===== config.mk =====
export PLATFORM = sky130hd
export DESIGN_NAME = ipsc_top
export DESIGN_NICKNAME = d
export VERILOG_FILES = /design/src/logic/ipsc_pkg.sv /design/src/logic/ipsc_top.sv
export VERILOG_INCLUDE_DIRS = /design/src /design/src/logic
export SDC_FILE = /design/constraint.sdc
export NUM_CORES = 1
export LEC_CHECK = 0
export BUFFER_PORTS_ARGS = -buffer_cell sky130_fd_sc_hd__buf_2
export CELL_PAD_IN_SITES_DETAIL_PLACEMENT = 1
export CELL_PAD_IN_SITES_GLOBAL_PLACEMENT = 2
export CORE_ASPECT_RATIO = 0.5
export CORE_UTILIZATION = 36
export DETAILED_ROUTE_END_ITERATION = 10
export PLACE_DENSITY = 0.8
export SETUP_SLACK_MARGIN = 0.1
export SLEW_MARGIN = 40
export SYNTH_ARGS = -nofsm -noshare
export SYNTH_HDL_FRONTEND = slang
export SYNTH_SLANG_ARGS = --single-unit

===== constraint.sdc =====
create_clock -name clk -period 31.8 [get_ports clk]
set_input_delay 3.18 -clock clk [delete_from_list [all_inputs] [get_ports clk]]
set_output_delay 3.18 -clock clk [all_outputs]
set_load 0.02 [all_outputs]

===== src/logic/ipsc_regs.svh =====
// register map, field positions, reset values and codes of the
// interrupt priority and sense control block
// assumes a 16-bit register port addressed by a 4-bit offset
`ifndef IPSC_REGS_SVH
`define IPSC_REGS_SVH

`define IPSC_OFS_PRIO_A 4'h0
`define IPSC_OFS_PRIO_B 4'h2
`define IPSC_OFS_PRIO_C 4'h4
`define IPSC_OFS_PRIO_D 4'h6
`define IPSC_OFS_PRIO_E 4'h8
`define IPSC_OFS_NMI_CTRL 4'hA
`define IPSC_OFS_EXT_CTRL 4'hC
`define IPSC_OFS_EDGE_PEND 4'hE

`define IPSC_PRIO_RESET 16'h0000
`define IPSC_EXT_CTRL_RESET 16'h4000
`define IPSC_PRIO_B_RSVD_MASK 16'hFFF0
`define IPSC_NMI_CTRL_RSVD_MASK 16'h7EFF

`define IPSC_NMI_LEVEL_BIT 15
`define IPSC_NMI_EDGE_BIT 8
`define IPSC_MAI_BIT 15
`define IPSC_ENC_MODE_BIT 14
`define IPSC_BLK_ACCEPT_BIT 13
`define IPSC_SEC_EN_BIT 12

`define IPSC_SENSE_FALL 2'h0
`define IPSC_SENSE_RISE 2'h1
`define IPSC_SENSE_LOW 2'h2

`define IPSC_CODE_LEVEL15 12'h200
`define IPSC_CODE_STEP 12'h020
`define IPSC_LEVEL_MAX 4'hF

`endif


===== src/logic/ipsc_pkg.sv =====
// types shared by the interrupt priority and sense control block
// assumes users name every item with the package scope
`default_nettype none
package ipsc_pkg;
  typedef struct packed {
    logic nmi;
    logic [5:0] ext_req;
    logic [3:0] secondary;
  } ipsc_pins_t;

  typedef struct packed {
    logic timer0;
    logic timer1;
    logic timer2;
    logic clock;
    logic watchdog;
    logic refresh;
    logic serial0;
    logic pin_grp0;
    logic pin_grp1;
    logic dma;
    logic infrared;
    logic fifo_serial;
    logic converter;
  } ipsc_periph_t;

  typedef struct packed {
    logic req;
    logic [3:0] level;
    logic [11:0] code;
  } ipsc_int_t;

  typedef enum logic [1:0] {
    IPSC_FALL = 2'b00,
    IPSC_RISE = 2'b01,
    IPSC_LOW = 2'b10,
    IPSC_RSVD = 2'b11
  } ipsc_sense_t;
endpackage
`default_nettype wire


===== src/logic/ipsc_top.sv =====
// interrupt priority and sense control: registers, pin sense, masking
// assumes a same-clock register master and asynchronous external pins
//
// Functional notes
// - five priority registers, four 4-bit fields each, levels 0 to 15.
// - a group with priority zero is masked and never presented.
// - fixed mapping of source groups to priority fields.
// - reserved low field of register B reads zero; software writes zero.
// - priority registers 16-bit read/write, reset to zero, kept in standby.
// - nmi control bit 15 shows live nmi pin level, not writable.
// - nmi control bit 8 picks nmi edge: 0 falling, 1 rising.
// - nmi control bits 14:9 and 7:0 read zero.
// - nmi control resets to 0000 or 8000 following the pin.
// - external request control resets to 4000, kept in standby.
// - mask-all bit masks every request while nmi pin is low.
// - mask-all bit also masks nmi while in standby.
// - encoded mode bit turns request pins 3:0 into an encoded level.
// - block accept bit lets nmi through while block bit is set.
// - secondary level pins enabled by bit 12, only in encoded mode.
// - sense code 00 falling, 01 rising, 10 low level, 11 reserved.
// - sense fields for pins 5 to 0 at bits 11:10 down to 1:0.
// - with secondary enabled, effective level is the higher encoded input.
// - event code 200 for level 15, plus 20 per level down.
//
// The address-and-strobe port and the address map were decided locally.
`timescale 1ns/10ps
`default_nettype none
`include "ipsc_regs.svh"

module ipsc_top (
  input wire logic clk,
  input wire logic rst,
  input wire logic [3:0] reg_addr,
  input wire logic [15:0] reg_wdata,
  input wire logic reg_wr,
  input wire logic reg_rd,
  output logic [15:0] reg_rdata,
  input wire ipsc_pkg::ipsc_pins_t pins,
  input wire ipsc_pkg::ipsc_periph_t periph,
  input wire logic standby,
  input wire logic block_bit,
  input wire logic nmi_ack,
  output logic nmi_req,
  output ipsc_pkg::ipsc_int_t int_out
);

  ////////////////////////////////////////////////////////////////////
  // helpers
  function automatic logic [11:0] code_of(input logic [3:0] lvl);
    code_of = `IPSC_CODE_LEVEL15 + 12'(`IPSC_LEVEL_MAX - lvl) * `IPSC_CODE_STEP;
  endfunction

  function automatic logic [3:0] max4(input logic [3:0] a, input logic [3:0] b);
    max4 = (a > b) ? a : b;
  endfunction

  ////////////////////////////////////////////////////////////////////
  // registers
  logic [15:0] prio_a_ff;
  logic [15:0] prio_b_ff;
  logic [15:0] prio_c_ff;
  logic [15:0] prio_d_ff;
  logic [15:0] prio_e_ff;
  logic nmi_edge_select_ff;
  logic [15:0] ext_ctrl_ff;
  logic [5:0] edge_pend_ff;
  logic nmi_pend_ff;
  logic [15:0] rdata_ff;
  logic nmi_req_ff;
  ipsc_pkg::ipsc_int_t int_ff;

  // synchronisers: stage 1 feeds only stage 2
  logic [10:0] pin_s1_ff;
  logic [10:0] pin_s2_ff;
  logic [6:0] edge_prev_ff;

  logic global_mask_on_nmi_low;
  logic encoded_level_mode;
  logic block_bit_nmi_accept;
  logic secondary_level_pins_enable;
  logic nmi_pin_level;
  logic [5:0] ext_s;
  logic [3:0] sec_s;

  assign global_mask_on_nmi_low = ext_ctrl_ff[`IPSC_MAI_BIT];
  assign encoded_level_mode = ext_ctrl_ff[`IPSC_ENC_MODE_BIT];
  assign block_bit_nmi_accept = ext_ctrl_ff[`IPSC_BLK_ACCEPT_BIT];
  assign secondary_level_pins_enable = ext_ctrl_ff[`IPSC_SEC_EN_BIT];
  assign nmi_pin_level = pin_s2_ff[10];
  assign ext_s = pin_s2_ff[9:4];
  assign sec_s = pin_s2_ff[3:0];

  ////////////////////////////////////////////////////////////////////
  // pin synchronisers and edge history
  always_ff @(posedge clk)
  begin
    if (rst)
    begin
      pin_s1_ff <= 11'h7FF;
      pin_s2_ff <= 11'h7FF;
      edge_prev_ff <= 7'h7F;
    end
    else
    begin
      pin_s1_ff <= {pins.nmi, pins.ext_req, pins.secondary};
      pin_s2_ff <= pin_s1_ff;
      edge_prev_ff <= pin_s2_ff[10:4];
    end
  end

  ////////////////////////////////////////////////////////////////////
  // register writes
  logic wr_a;
  logic wr_b;
  logic wr_c;
  logic wr_d;
  logic wr_e;
  logic wr_nmi;
  logic wr_ext;
  logic wr_pend;

  assign wr_a = reg_wr && reg_addr == `IPSC_OFS_PRIO_A;
  assign wr_b = reg_wr && reg_addr == `IPSC_OFS_PRIO_B;
  assign wr_c = reg_wr && reg_addr == `IPSC_OFS_PRIO_C;
  assign wr_d = reg_wr && reg_addr == `IPSC_OFS_PRIO_D;
  assign wr_e = reg_wr && reg_addr == `IPSC_OFS_PRIO_E;
  assign wr_nmi = reg_wr && reg_addr == `IPSC_OFS_NMI_CTRL;
  assign wr_ext = reg_wr && reg_addr == `IPSC_OFS_EXT_CTRL;
  assign wr_pend = reg_wr && reg_addr == `IPSC_OFS_EDGE_PEND;

  // standby has no effect on the priority and control registers
  always_ff @(posedge clk)
  begin
    if (rst)
    begin
      prio_a_ff <= `IPSC_PRIO_RESET;
      prio_b_ff <= `IPSC_PRIO_RESET;
      prio_c_ff <= `IPSC_PRIO_RESET;
      prio_d_ff <= `IPSC_PRIO_RESET;
      prio_e_ff <= `IPSC_PRIO_RESET;
    end
    else
    begin
      if (wr_a)
        prio_a_ff <= reg_wdata;
      if (wr_b)
        prio_b_ff <= reg_wdata & `IPSC_PRIO_B_RSVD_MASK;
      if (wr_c)
        prio_c_ff <= reg_wdata;
      if (wr_d)
        prio_d_ff <= reg_wdata;
      if (wr_e)
        prio_e_ff <= reg_wdata;
    end
  end

  always_ff @(posedge clk)
  begin
    if (rst)
    begin
      nmi_edge_select_ff <= 1'b0;
      ext_ctrl_ff <= `IPSC_EXT_CTRL_RESET;
    end
    else
    begin
      if (wr_nmi)
        nmi_edge_select_ff <= reg_wdata[`IPSC_NMI_EDGE_BIT];
      if (wr_ext)
        ext_ctrl_ff <= reg_wdata;
    end
  end

  ////////////////////////////////////////////////////////////////////
  // pin sense
  logic nmi_edge;
  logic [5:0] ext_edge;
  logic [5:0] ext_pend;
  logic [3:0] enc_level;

  assign nmi_edge = nmi_edge_select_ff ? (nmi_pin_level && !edge_prev_ff[6])
                                       : (!nmi_pin_level && edge_prev_ff[6]);

  always_comb
  begin
    for (int i = 0; i < 6; i++)
    begin
      case (ipsc_pkg::ipsc_sense_t'(ext_ctrl_ff[2*i +: 2]))
        ipsc_pkg::IPSC_FALL:
        begin
          ext_edge[i] = !ext_s[i] && edge_prev_ff[i];
          ext_pend[i] = edge_pend_ff[i];
        end
        ipsc_pkg::IPSC_RISE:
        begin
          ext_edge[i] = ext_s[i] && !edge_prev_ff[i];
          ext_pend[i] = edge_pend_ff[i];
        end
        ipsc_pkg::IPSC_LOW:
        begin
          ext_edge[i] = 1'b0;
          ext_pend[i] = !ext_s[i];
        end
        default:
        begin
          ext_edge[i] = 1'b0;
          ext_pend[i] = 1'b0;
        end
      endcase
      if (encoded_level_mode && i < 4)
      begin
        ext_edge[i] = 1'b0;
        ext_pend[i] = 1'b0;
      end
    end
  end

  // encoded pins are active low: all-low means level 15
  always_comb
  begin
    enc_level = ~ext_s[3:0];
    if (secondary_level_pins_enable)
      enc_level = max4(~ext_s[3:0], ~sec_s);
    if (!encoded_level_mode)
      enc_level = 4'h0;
  end

  // edge flags: write 0 clears, write 1 keeps; a new edge wins
  always_ff @(posedge clk)
  begin
    if (rst)
      edge_pend_ff <= 6'h00;
    else
      edge_pend_ff <= ((wr_pend ? (edge_pend_ff & reg_wdata[5:0]) : edge_pend_ff)
                       | ext_edge);
  end

  always_ff @(posedge clk)
  begin
    if (rst)
      nmi_pend_ff <= 1'b0;
    else
      nmi_pend_ff <= (nmi_pend_ff && !nmi_ack) || nmi_edge;
  end

  ////////////////////////////////////////////////////////////////////
  // priority selection
  logic [18:0] src_pend;
  logic [75:0] src_prio;
  logic [3:0] best;
  logic mask_all;
  logic nmi_blocked;

  assign src_pend = {periph.timer0, periph.timer1, periph.timer2, periph.clock,
                     periph.watchdog, periph.refresh, periph.serial0,
                     ext_pend[3], ext_pend[2], ext_pend[1], ext_pend[0],
                     periph.pin_grp0, periph.pin_grp1, ext_pend[5], ext_pend[4],
                     periph.dma, periph.infrared, periph.fifo_serial, periph.converter};
  assign src_prio = {prio_a_ff, prio_b_ff[15:4], prio_c_ff, prio_d_ff, prio_e_ff};

  always_comb
  begin
    best = enc_level;
    for (int i = 0; i < 19; i++)
      if (src_pend[i] && src_prio[4*i +: 4] > best)
        best = src_prio[4*i +: 4];
  end

  assign mask_all = global_mask_on_nmi_low && !nmi_pin_level;
  assign nmi_blocked = (block_bit && !block_bit_nmi_accept)
                       || (standby && global_mask_on_nmi_low);

  always_ff @(posedge clk)
  begin
    if (rst)
    begin
      int_ff <= '0;
      nmi_req_ff <= 1'b0;
    end
    else
    begin
      int_ff.req <= best != 4'h0 && !mask_all;
      int_ff.level <= best;
      int_ff.code <= code_of(best);
      nmi_req_ff <= nmi_pend_ff && !nmi_blocked;
    end
  end

  assign int_out = int_ff;
  assign nmi_req = nmi_req_ff;

  ////////////////////////////////////////////////////////////////////
  // register reads, data in the cycle after the strobe
  always_ff @(posedge clk)
  begin
    if (rst)
      rdata_ff <= 16'h0000;
    else if (reg_rd)
      case (reg_addr)
        `IPSC_OFS_PRIO_A: rdata_ff <= prio_a_ff;
        `IPSC_OFS_PRIO_B: rdata_ff <= prio_b_ff & `IPSC_PRIO_B_RSVD_MASK;
        `IPSC_OFS_PRIO_C: rdata_ff <= prio_c_ff;
        `IPSC_OFS_PRIO_D: rdata_ff <= prio_d_ff;
        `IPSC_OFS_PRIO_E: rdata_ff <= prio_e_ff;
        `IPSC_OFS_NMI_CTRL: rdata_ff <= {nmi_pin_level, 6'h00, nmi_edge_select_ff, 8'h00};
        `IPSC_OFS_EXT_CTRL: rdata_ff <= ext_ctrl_ff;
        `IPSC_OFS_EDGE_PEND: rdata_ff <= {10'h000, edge_pend_ff};
        default: rdata_ff <= 16'h0000;
      endcase
    else
      rdata_ff <= 16'h0000;
  end

  assign reg_rdata = rdata_ff;
endmodule // ipsc_top

`default_nettype wire

After elaboration in Yosys (flattened, before gate mapping)
Cells that the tools add are included.
{"block": "classes", "eq_ne": 19, "bitwise": 5, "n_lt_le_gt_ge": 20, "addsub": 2, "n_mux": 45, "reduce_logical": 82}
{"op": "$pmux 16 s8", "count": 1}
{"op": "$mux 4", "count": 22}
{"op": "$gt 4x4->1", "count": 20}
{"op": "$logic_and 1x1->1", "count": 47}
{"op": "$pmux 1 s2", "count": 12}
{"op": "$logic_not 1->1", "count": 18}
{"op": "$eq 4x4->1 const B", "count": 4}
{"op": "$reduce_or 2->1", "count": 7}
{"op": "$add 11x10->12 const A", "count": 1}
{"op": "$eq 2x1->1 const B", "count": 6}
{"op": "$eq 2x2->1 const B", "count": 6}
{"op": "$logic_not 2->1", "count": 6}
{"op": "$mux 1", "count": 9}
{"op": "$eq 4x3->1 const B", "count": 2}
{"op": "$not 4->4", "count": 2}
{"op": "$and 6x6->6", "count": 1}
{"op": "$mux 6", "count": 1}
{"op": "$or 6x6->6", "count": 1}
{"op": "$sub 4x4->5 const A", "count": 1}
{"op": "$eq 4x2->1 const B", "count": 1}
{"op": "$logic_not 4->1", "count": 1}
{"op": "$reduce_bool 4->1", "count": 1}
{"op": "$logic_or 1x1->1", "count": 2}
{"op": "$not 1->1", "count": 1}
{"block": "totals", "register_bits": 163}

Longest topological paths before layout
{"block": "logic_depth", "word_depth": 64, "mapped_depth": 165}

Worst setup path after synthesis
OpenSTA, ideal clock, no wires.
{"block": "synth_path", "path_kind": "input port to flip-flop", "startpoint": "input port periph[0] (netlist name)", "endpoint": "register int_ff, in the netlist int_out[13]", "required_time_ns": 31.679, "arrival_ns": 28.898, "cell_stages": 138, "setup_time_ns": 0.121, "setup_slack_ns": 2.780, "path_cell_list": "nand2_1 -> nor2_1 -> nor2_1 -> a21oi_1 -> ha_1 -> nand2_1 -> nor3_1 -> a311oi_2 -> o311ai_2 -> a32o_1 -> and3_1 -> mux2i_1 -> inv_1 -> ha_1 -> a31oi_1 -> a22oi_2 -> o21ai_2 -> nor2_1 -> (+102 left out) -> a32oi_1 -> a311oi_1 -> a21oi_1 -> a211o_1 -> mux2i_1 -> ha_1 -> nand3_1 -> a211oi_1 -> a211oi_2 -> a41o_1 -> mux2_2 -> ha_1 -> nor2b_1 -> o2111a_1 -> nor3_1 -> mux2i_2 -> a21oi_4 -> mux2_4"}
{"block": "synth_between", "elab_chain_cells": 56}
{"element": "from (decl)", "line_no": "ipsc_top.sv:39", "source": "input wire ipsc_pkg::ipsc_periph_t periph,"}
{"element": "$logic_and 1x1->1 (*)", "line_no": "ipsc_top.sv:264", "source": "if (src_pend[i] && src_prio[4*i +: 4] > best)"}
{"element": "$mux 4 (*)", "line_no": "ipsc_top.sv:264"}
{"element": "$gt 4x4->1", "line_no": "ipsc_top.sv:264"}
{"element": "$logic_and 1x1->1", "line_no": "ipsc_top.sv:264"}
{"element": "$mux 4 (*)", "line_no": "ipsc_top.sv:264"}
{"element": "$gt 4x4->1", "line_no": "ipsc_top.sv:264"}
{"element": "$logic_and 1x1->1", "line_no": "ipsc_top.sv:264"}
{"element": "$mux 4 (*)", "line_no": "ipsc_top.sv:264"}
{"element": "(+40 left out)"}
{"element": "$logic_and 1x1->1", "line_no": "ipsc_top.sv:264"}
{"element": "$mux 4 (*)", "line_no": "ipsc_top.sv:264"}
{"element": "$gt 4x4->1", "line_no": "ipsc_top.sv:264"}
{"element": "$logic_and 1x1->1", "line_no": "ipsc_top.sv:264"}
{"element": "$mux 4 (*)", "line_no": "ipsc_top.sv:264"}
{"element": "$gt 4x4->1", "line_no": "ipsc_top.sv:264"}
{"element": "$logic_and 1x1->1", "line_no": "ipsc_top.sv:264"}
{"element": "$mux 4 (*)", "line_no": "ipsc_top.sv:264"}
{"element": "to (decl)", "line_no": "ipsc_top.sv:70", "source": "ipsc_pkg::ipsc_int_t int_ff;"}
Mark *: on every way between the ends. The rest lies on a longest branch, timed or not.
A chain may end at the register's enable or synchronous reset.

Final worst setup path
{"block": "layout_path", "startpoint": "input port periph[0] (netlist name)", "endpoint": "register int_ff, in the netlist int_out[8]"}
{"block": "layout_between", "elab_chain_cells": 58}
{"element": "$logic_and 1x1->1 (*)", "line_no": "ipsc_top.sv:264"}
{"element": "$mux 4 (*)", "line_no": "ipsc_top.sv:264"}
{"element": "$gt 4x4->1", "line_no": "ipsc_top.sv:264"}
{"element": "$logic_and 1x1->1", "line_no": "ipsc_top.sv:264"}
{"element": "$mux 4 (*)", "line_no": "ipsc_top.sv:264"}
{"element": "$gt 4x4->1", "line_no": "ipsc_top.sv:264"}
{"element": "$logic_and 1x1->1", "line_no": "ipsc_top.sv:264"}
{"element": "$mux 4 (*)", "line_no": "ipsc_top.sv:264"}
{"element": "(+42 left out)"}
{"element": "$gt 4x4->1", "line_no": "ipsc_top.sv:264"}
{"element": "$logic_and 1x1->1", "line_no": "ipsc_top.sv:264"}
{"element": "$mux 4 (*)", "line_no": "ipsc_top.sv:264"}
{"element": "$gt 4x4->1", "line_no": "ipsc_top.sv:264"}
{"element": "$logic_and 1x1->1", "line_no": "ipsc_top.sv:264"}
{"element": "$mux 4 (*)", "line_no": "ipsc_top.sv:264"}
{"element": "$sub 4x4->5 (no source line) (*)"}
{"element": "$add 11x10->12 (no source line) (*)"}
Marks and branches as above.

==> metrics.md <==
| Metric | Value |
|---|---|
| Area growth syn-to-layout | `16.61%` |
| Crit-path max cell delay | `0.44 ns` |
| IO Count | `85` |
| Top Family by Delay on Critical Path | `compound AO/OA/AOI/OAI gates` |
| Worst Setup SP | `periph[0]` |
| Mapped Area | `around 11000 um2` |
| Final ANT Viol Nets | `0` |
| Drt drc | `2` |
| FF-to-FF path depth | `142` |
| Max cap viols | `0` |
| Met3 wire length | `approximately 3300 um` |
| WL final | `40340 um` |
| Total power | `1.077 mW` |
| Stages on the worst setup path | `134` |
| Worst reg-to-reg setup slack | `1.41 ns` |
| Post-synthesis xor/xnor area fraction | `1.316%` |
| Outcome | `finished, violations left` |
| Worst slew margin | `45.82%` |
| Adder-cell area share of the yosys netlist | `under 10%` |
| Setup violators final | `0` |
| Compound-gate portion of the synthesized area | `between 20% and 30%` |
| Worst hold stages | `1` |
| Library cells used by synthesis | `118` |
| First DRT Iteration DRCs | `830` |
| Initial DRT Pass Iterations | `11` |
| Die Wd | `245.2 um` |
| Clk root buf | `clkbuf_16` |
| All-Layer GR Usage | `25.89%` |
| Reg clk slew, reported paths | `0.07 ns` |
| Vias per cell | `5.748` |
| Vias in the first global route | `10050` |
| Clk_skew | `0.01001 ns` |
| Met2 wire length | `17510 um` |
| Area of placed instances | `11140 um2` |
| Setup_tns | `0 ns` |
| Yosys warnings | `0` |
| Post-synthesis simple-gate area fraction | `24.10%` |
| Cell taking the most area after synthesis | `dfxtp_1` |
| I/O Buffers | `77` |
| Crit-path max FO | `8` |
| Reg2Reg Launch Point | `pin_s2_ff[7]` |
| Largest net degree at the start of global routing | `76` |
| Number of synthesized register bits | `156` |
| Pwr Density | `86.71 nW/um2` |
| Mux cell area share after synthesis | `6.039%` |
| Leak | `4.642 nW` |
| WP data required | `between 30 and 40 ns` |
| FILL cells | `3484` |
| Sequential-to-total area share from yosys stat | `29.32%` |
| EDFF count, synth | `0` |
| Htree depth | `4` |
| Async set or reset register ratio after synthesis | `0%` |
| Vert. Die Dim | `123.6 um` |
| Slowest cell on the critical path | `or3b_2` |
| TritonCTS clock tree | `done` |
| Most frequent CP cell | `ha_1` |
| Nets | `1531` |
| Clock latency on the worst-skew pair | `0.44 ns` |
| First-pass GRT wire length | `around 59000 um` |
| Synth top area share | `29.32%` |
| Vias | `around 11000` |
| Upper clock frequency limit | `32.76 MHz` |
| # hold bufs at CTS | `0` |
| Max Slew Vio Count | `0` |
| Final period util | `96.00%` |
| Metal-1 WL | `18650 um` |
| CP Launch Type | `input pin` |
| Failing checks | `design-rule violations` |
| Avg Synthesized Cell Area | `7.814 um2` |
| Most frequent cells in the layout | `291 x nand2_1, 154 x dfxtp_1, 134 x a21oi_1` |
| CP bufs+invs | `8` |
| Setup crit end kind | `flip-flop` |
| Longest Clk Path Bufs | `2` |
| Largest family of logic cells by synthesized area | `compound AO/OA/AOI/OAI gates` |
| Top FF cell, synth | `dfxtp_1` |
| Capturing point of the worst reg2reg path | `int_out[8]` |
| Area contributors post-synth | `dfxtp_1 29%, nand2_1 10%, a21oi_1 6.5%` |
| Core Area | `slightly below 30000 um2` |
| Total grt overflow | `0` |
| Final hold violations | `0` |
| Std-Cell Rows | `44` |
| Initial Utilization | `36.71%` |
| Crit path capture | `int_out[8]` |
| CP arrival | `about 31 ns` |
| Max layer used | `met5` |
| DR WL/cell | `21.91 um` |
| Fin crit period | `30.53 ns` |
| Die area | `30320 um2` |
| Commonest non-fill, non-tap cell in the layout | `nand2_1` |
| Sink Count | `around 160` |
| Worst setup path class | `in -> reg` |
| Hold Crit Class | `reg -> reg` |
| Worst-Margin Slew | `0.8122 ns` |
| Final Wtd Congestion | `approximately 0.92` |
| Synth Instances | `~1400` |
| Initial antenna violation count | `3` |
| Ratio of cells with drive above 1 in the final layout | `22.22%` |
| Maximum vdd drop | `0.07329 mV` |
| Detail Placement HPWL | `about 30000 um` |
| Num CTS Buffers | `17` |
| Post-route cell area | `~12000 um2` |
-- through the flow --
stage | setup slack, ns | cells | util, % | hold WS (ns)
after floorplan | 2.780 | 1369 | - | 0.3895
after global placement | 0.1791 | 1767 | 38.40 | 0.3971
after detailed placement | -0.9722 | 1767 | 38.40 | 0.3972
after CTS | 0.1230 | 1800 | 40.82 | 0.4139
after global routing | -0.4053 | 1840 | 42.80 | 0.4272
final | 1.273 | 1841 | 42.81 | 0.4112
-- kinds of logic after synthesis --
group	Yosys count
and+or+nand+nor	555
AOI/OAI and AO/OA	380
DFF	156
buffers and inverters	151
muxes	57
adders and majority gates	47
xor gates and xnor gates	16
other	1
-- cell type report --
cell class | count | area (um2) | share of cell area [%]
tap | 391 | 489.2 | 3.939
clock inverter | 12 | 182.7 | 1.471
antenna | 1 | 2.502 | 0.02015
clock buffer | 20 | 466.7 | 3.758
inverter | 71 | 266.5 | 2.146
multi-input combinational | 1062 | 7112 | 57.26
timing repair buffer | 128 | 774.5 | 6.236
sequential | 156 | 3126 | 25.17
-- cells in the mapped netlist, types with 19 or more instances --
master,n
mux2i_1,27
a22oi_1,19
dfxtp_1,156
nor2_1,74
ha_1,44
nand2_1,293
and2_1,25
mux2_2,19
or2_2,29
o21ai_0,35
clkbuf_1,43
nand3_1,28
a21oi_1,139
inv_1,71
-- worst reg2reg max path: cells and delay by family (launching register included) --
kind                     cells  cell delay (ns)
AND/OR/NAND/NOR             48             7.86
buffers and inverters       10             0.98
flip-flops                   1             0.53
adder cells (fa/ha/maj)     20             5.85
AO/OA/AOI/OAI               53            11.68
multiplexers                11             3.37
-- metal layers --
layer / up-vias / GRT usage [%]
li1: 4999 / -
met1: 5175 / 36.09
met2: 343 / 39.55
met3: 63 / 5.775
met4: 2 / 8.438
met5: - / 0
-- state kept, by name, indices dropped and copies added, names as in the netlist, 10 cells and up --
| register | count |
|---|---|
| prio_b_ff | 12 |
| prio_c_ff | 16 |
| prio_e_ff | 16 |
| pin_s1_ff | 11 |
| prio_d_ff | 16 |
| reg_rdata | 16 |
| prio_a_ff | 16 |
| ext_ctrl_ff | 16 |
| int_out | 10 |
| pin_s2_ff | 11 |
-- what timing repair did --
action                                  CTS  global route
gates cloned                              0             0
pin swaps                                 4            28
gates resized for setup                  11            56
buffers inserted                          1            40
endpoints found under the setup margin    9             9
endpoints found under the hold margin     0             0
-- worst min path at each step --
stage	start	end	slack [ns]
floorplan	pin_s1_ff[0]	pin_s2_ff[0]	0.39
global placement	pin_s1_ff[0]	pin_s2_ff[0]	0.40
detailed placement	pin_s1_ff[0]	pin_s2_ff[0]	0.40
CTS	pin_s1_ff[0]	pin_s2_ff[0]	0.41
global route	pin_s1_ff[2]	pin_s2_ff[2]	0.43
finish	pin_s1_ff[0]	pin_s2_ff[0]	0.41
-- report_power, final --
| group | switching, mW | internal (mW) | leakage (nW) |
|---|---|---|---|
| registers | 0.00613 | 0.204 | 1.27 |
| logic | 0.351 | 0.286 | 3.05 |
| clock network | 0.0909 | 0.139 | 0.321 |
| total | 0.448 | 0.629 | 4.64 |
Note: power is estimated with default switching activity, not from simulation.
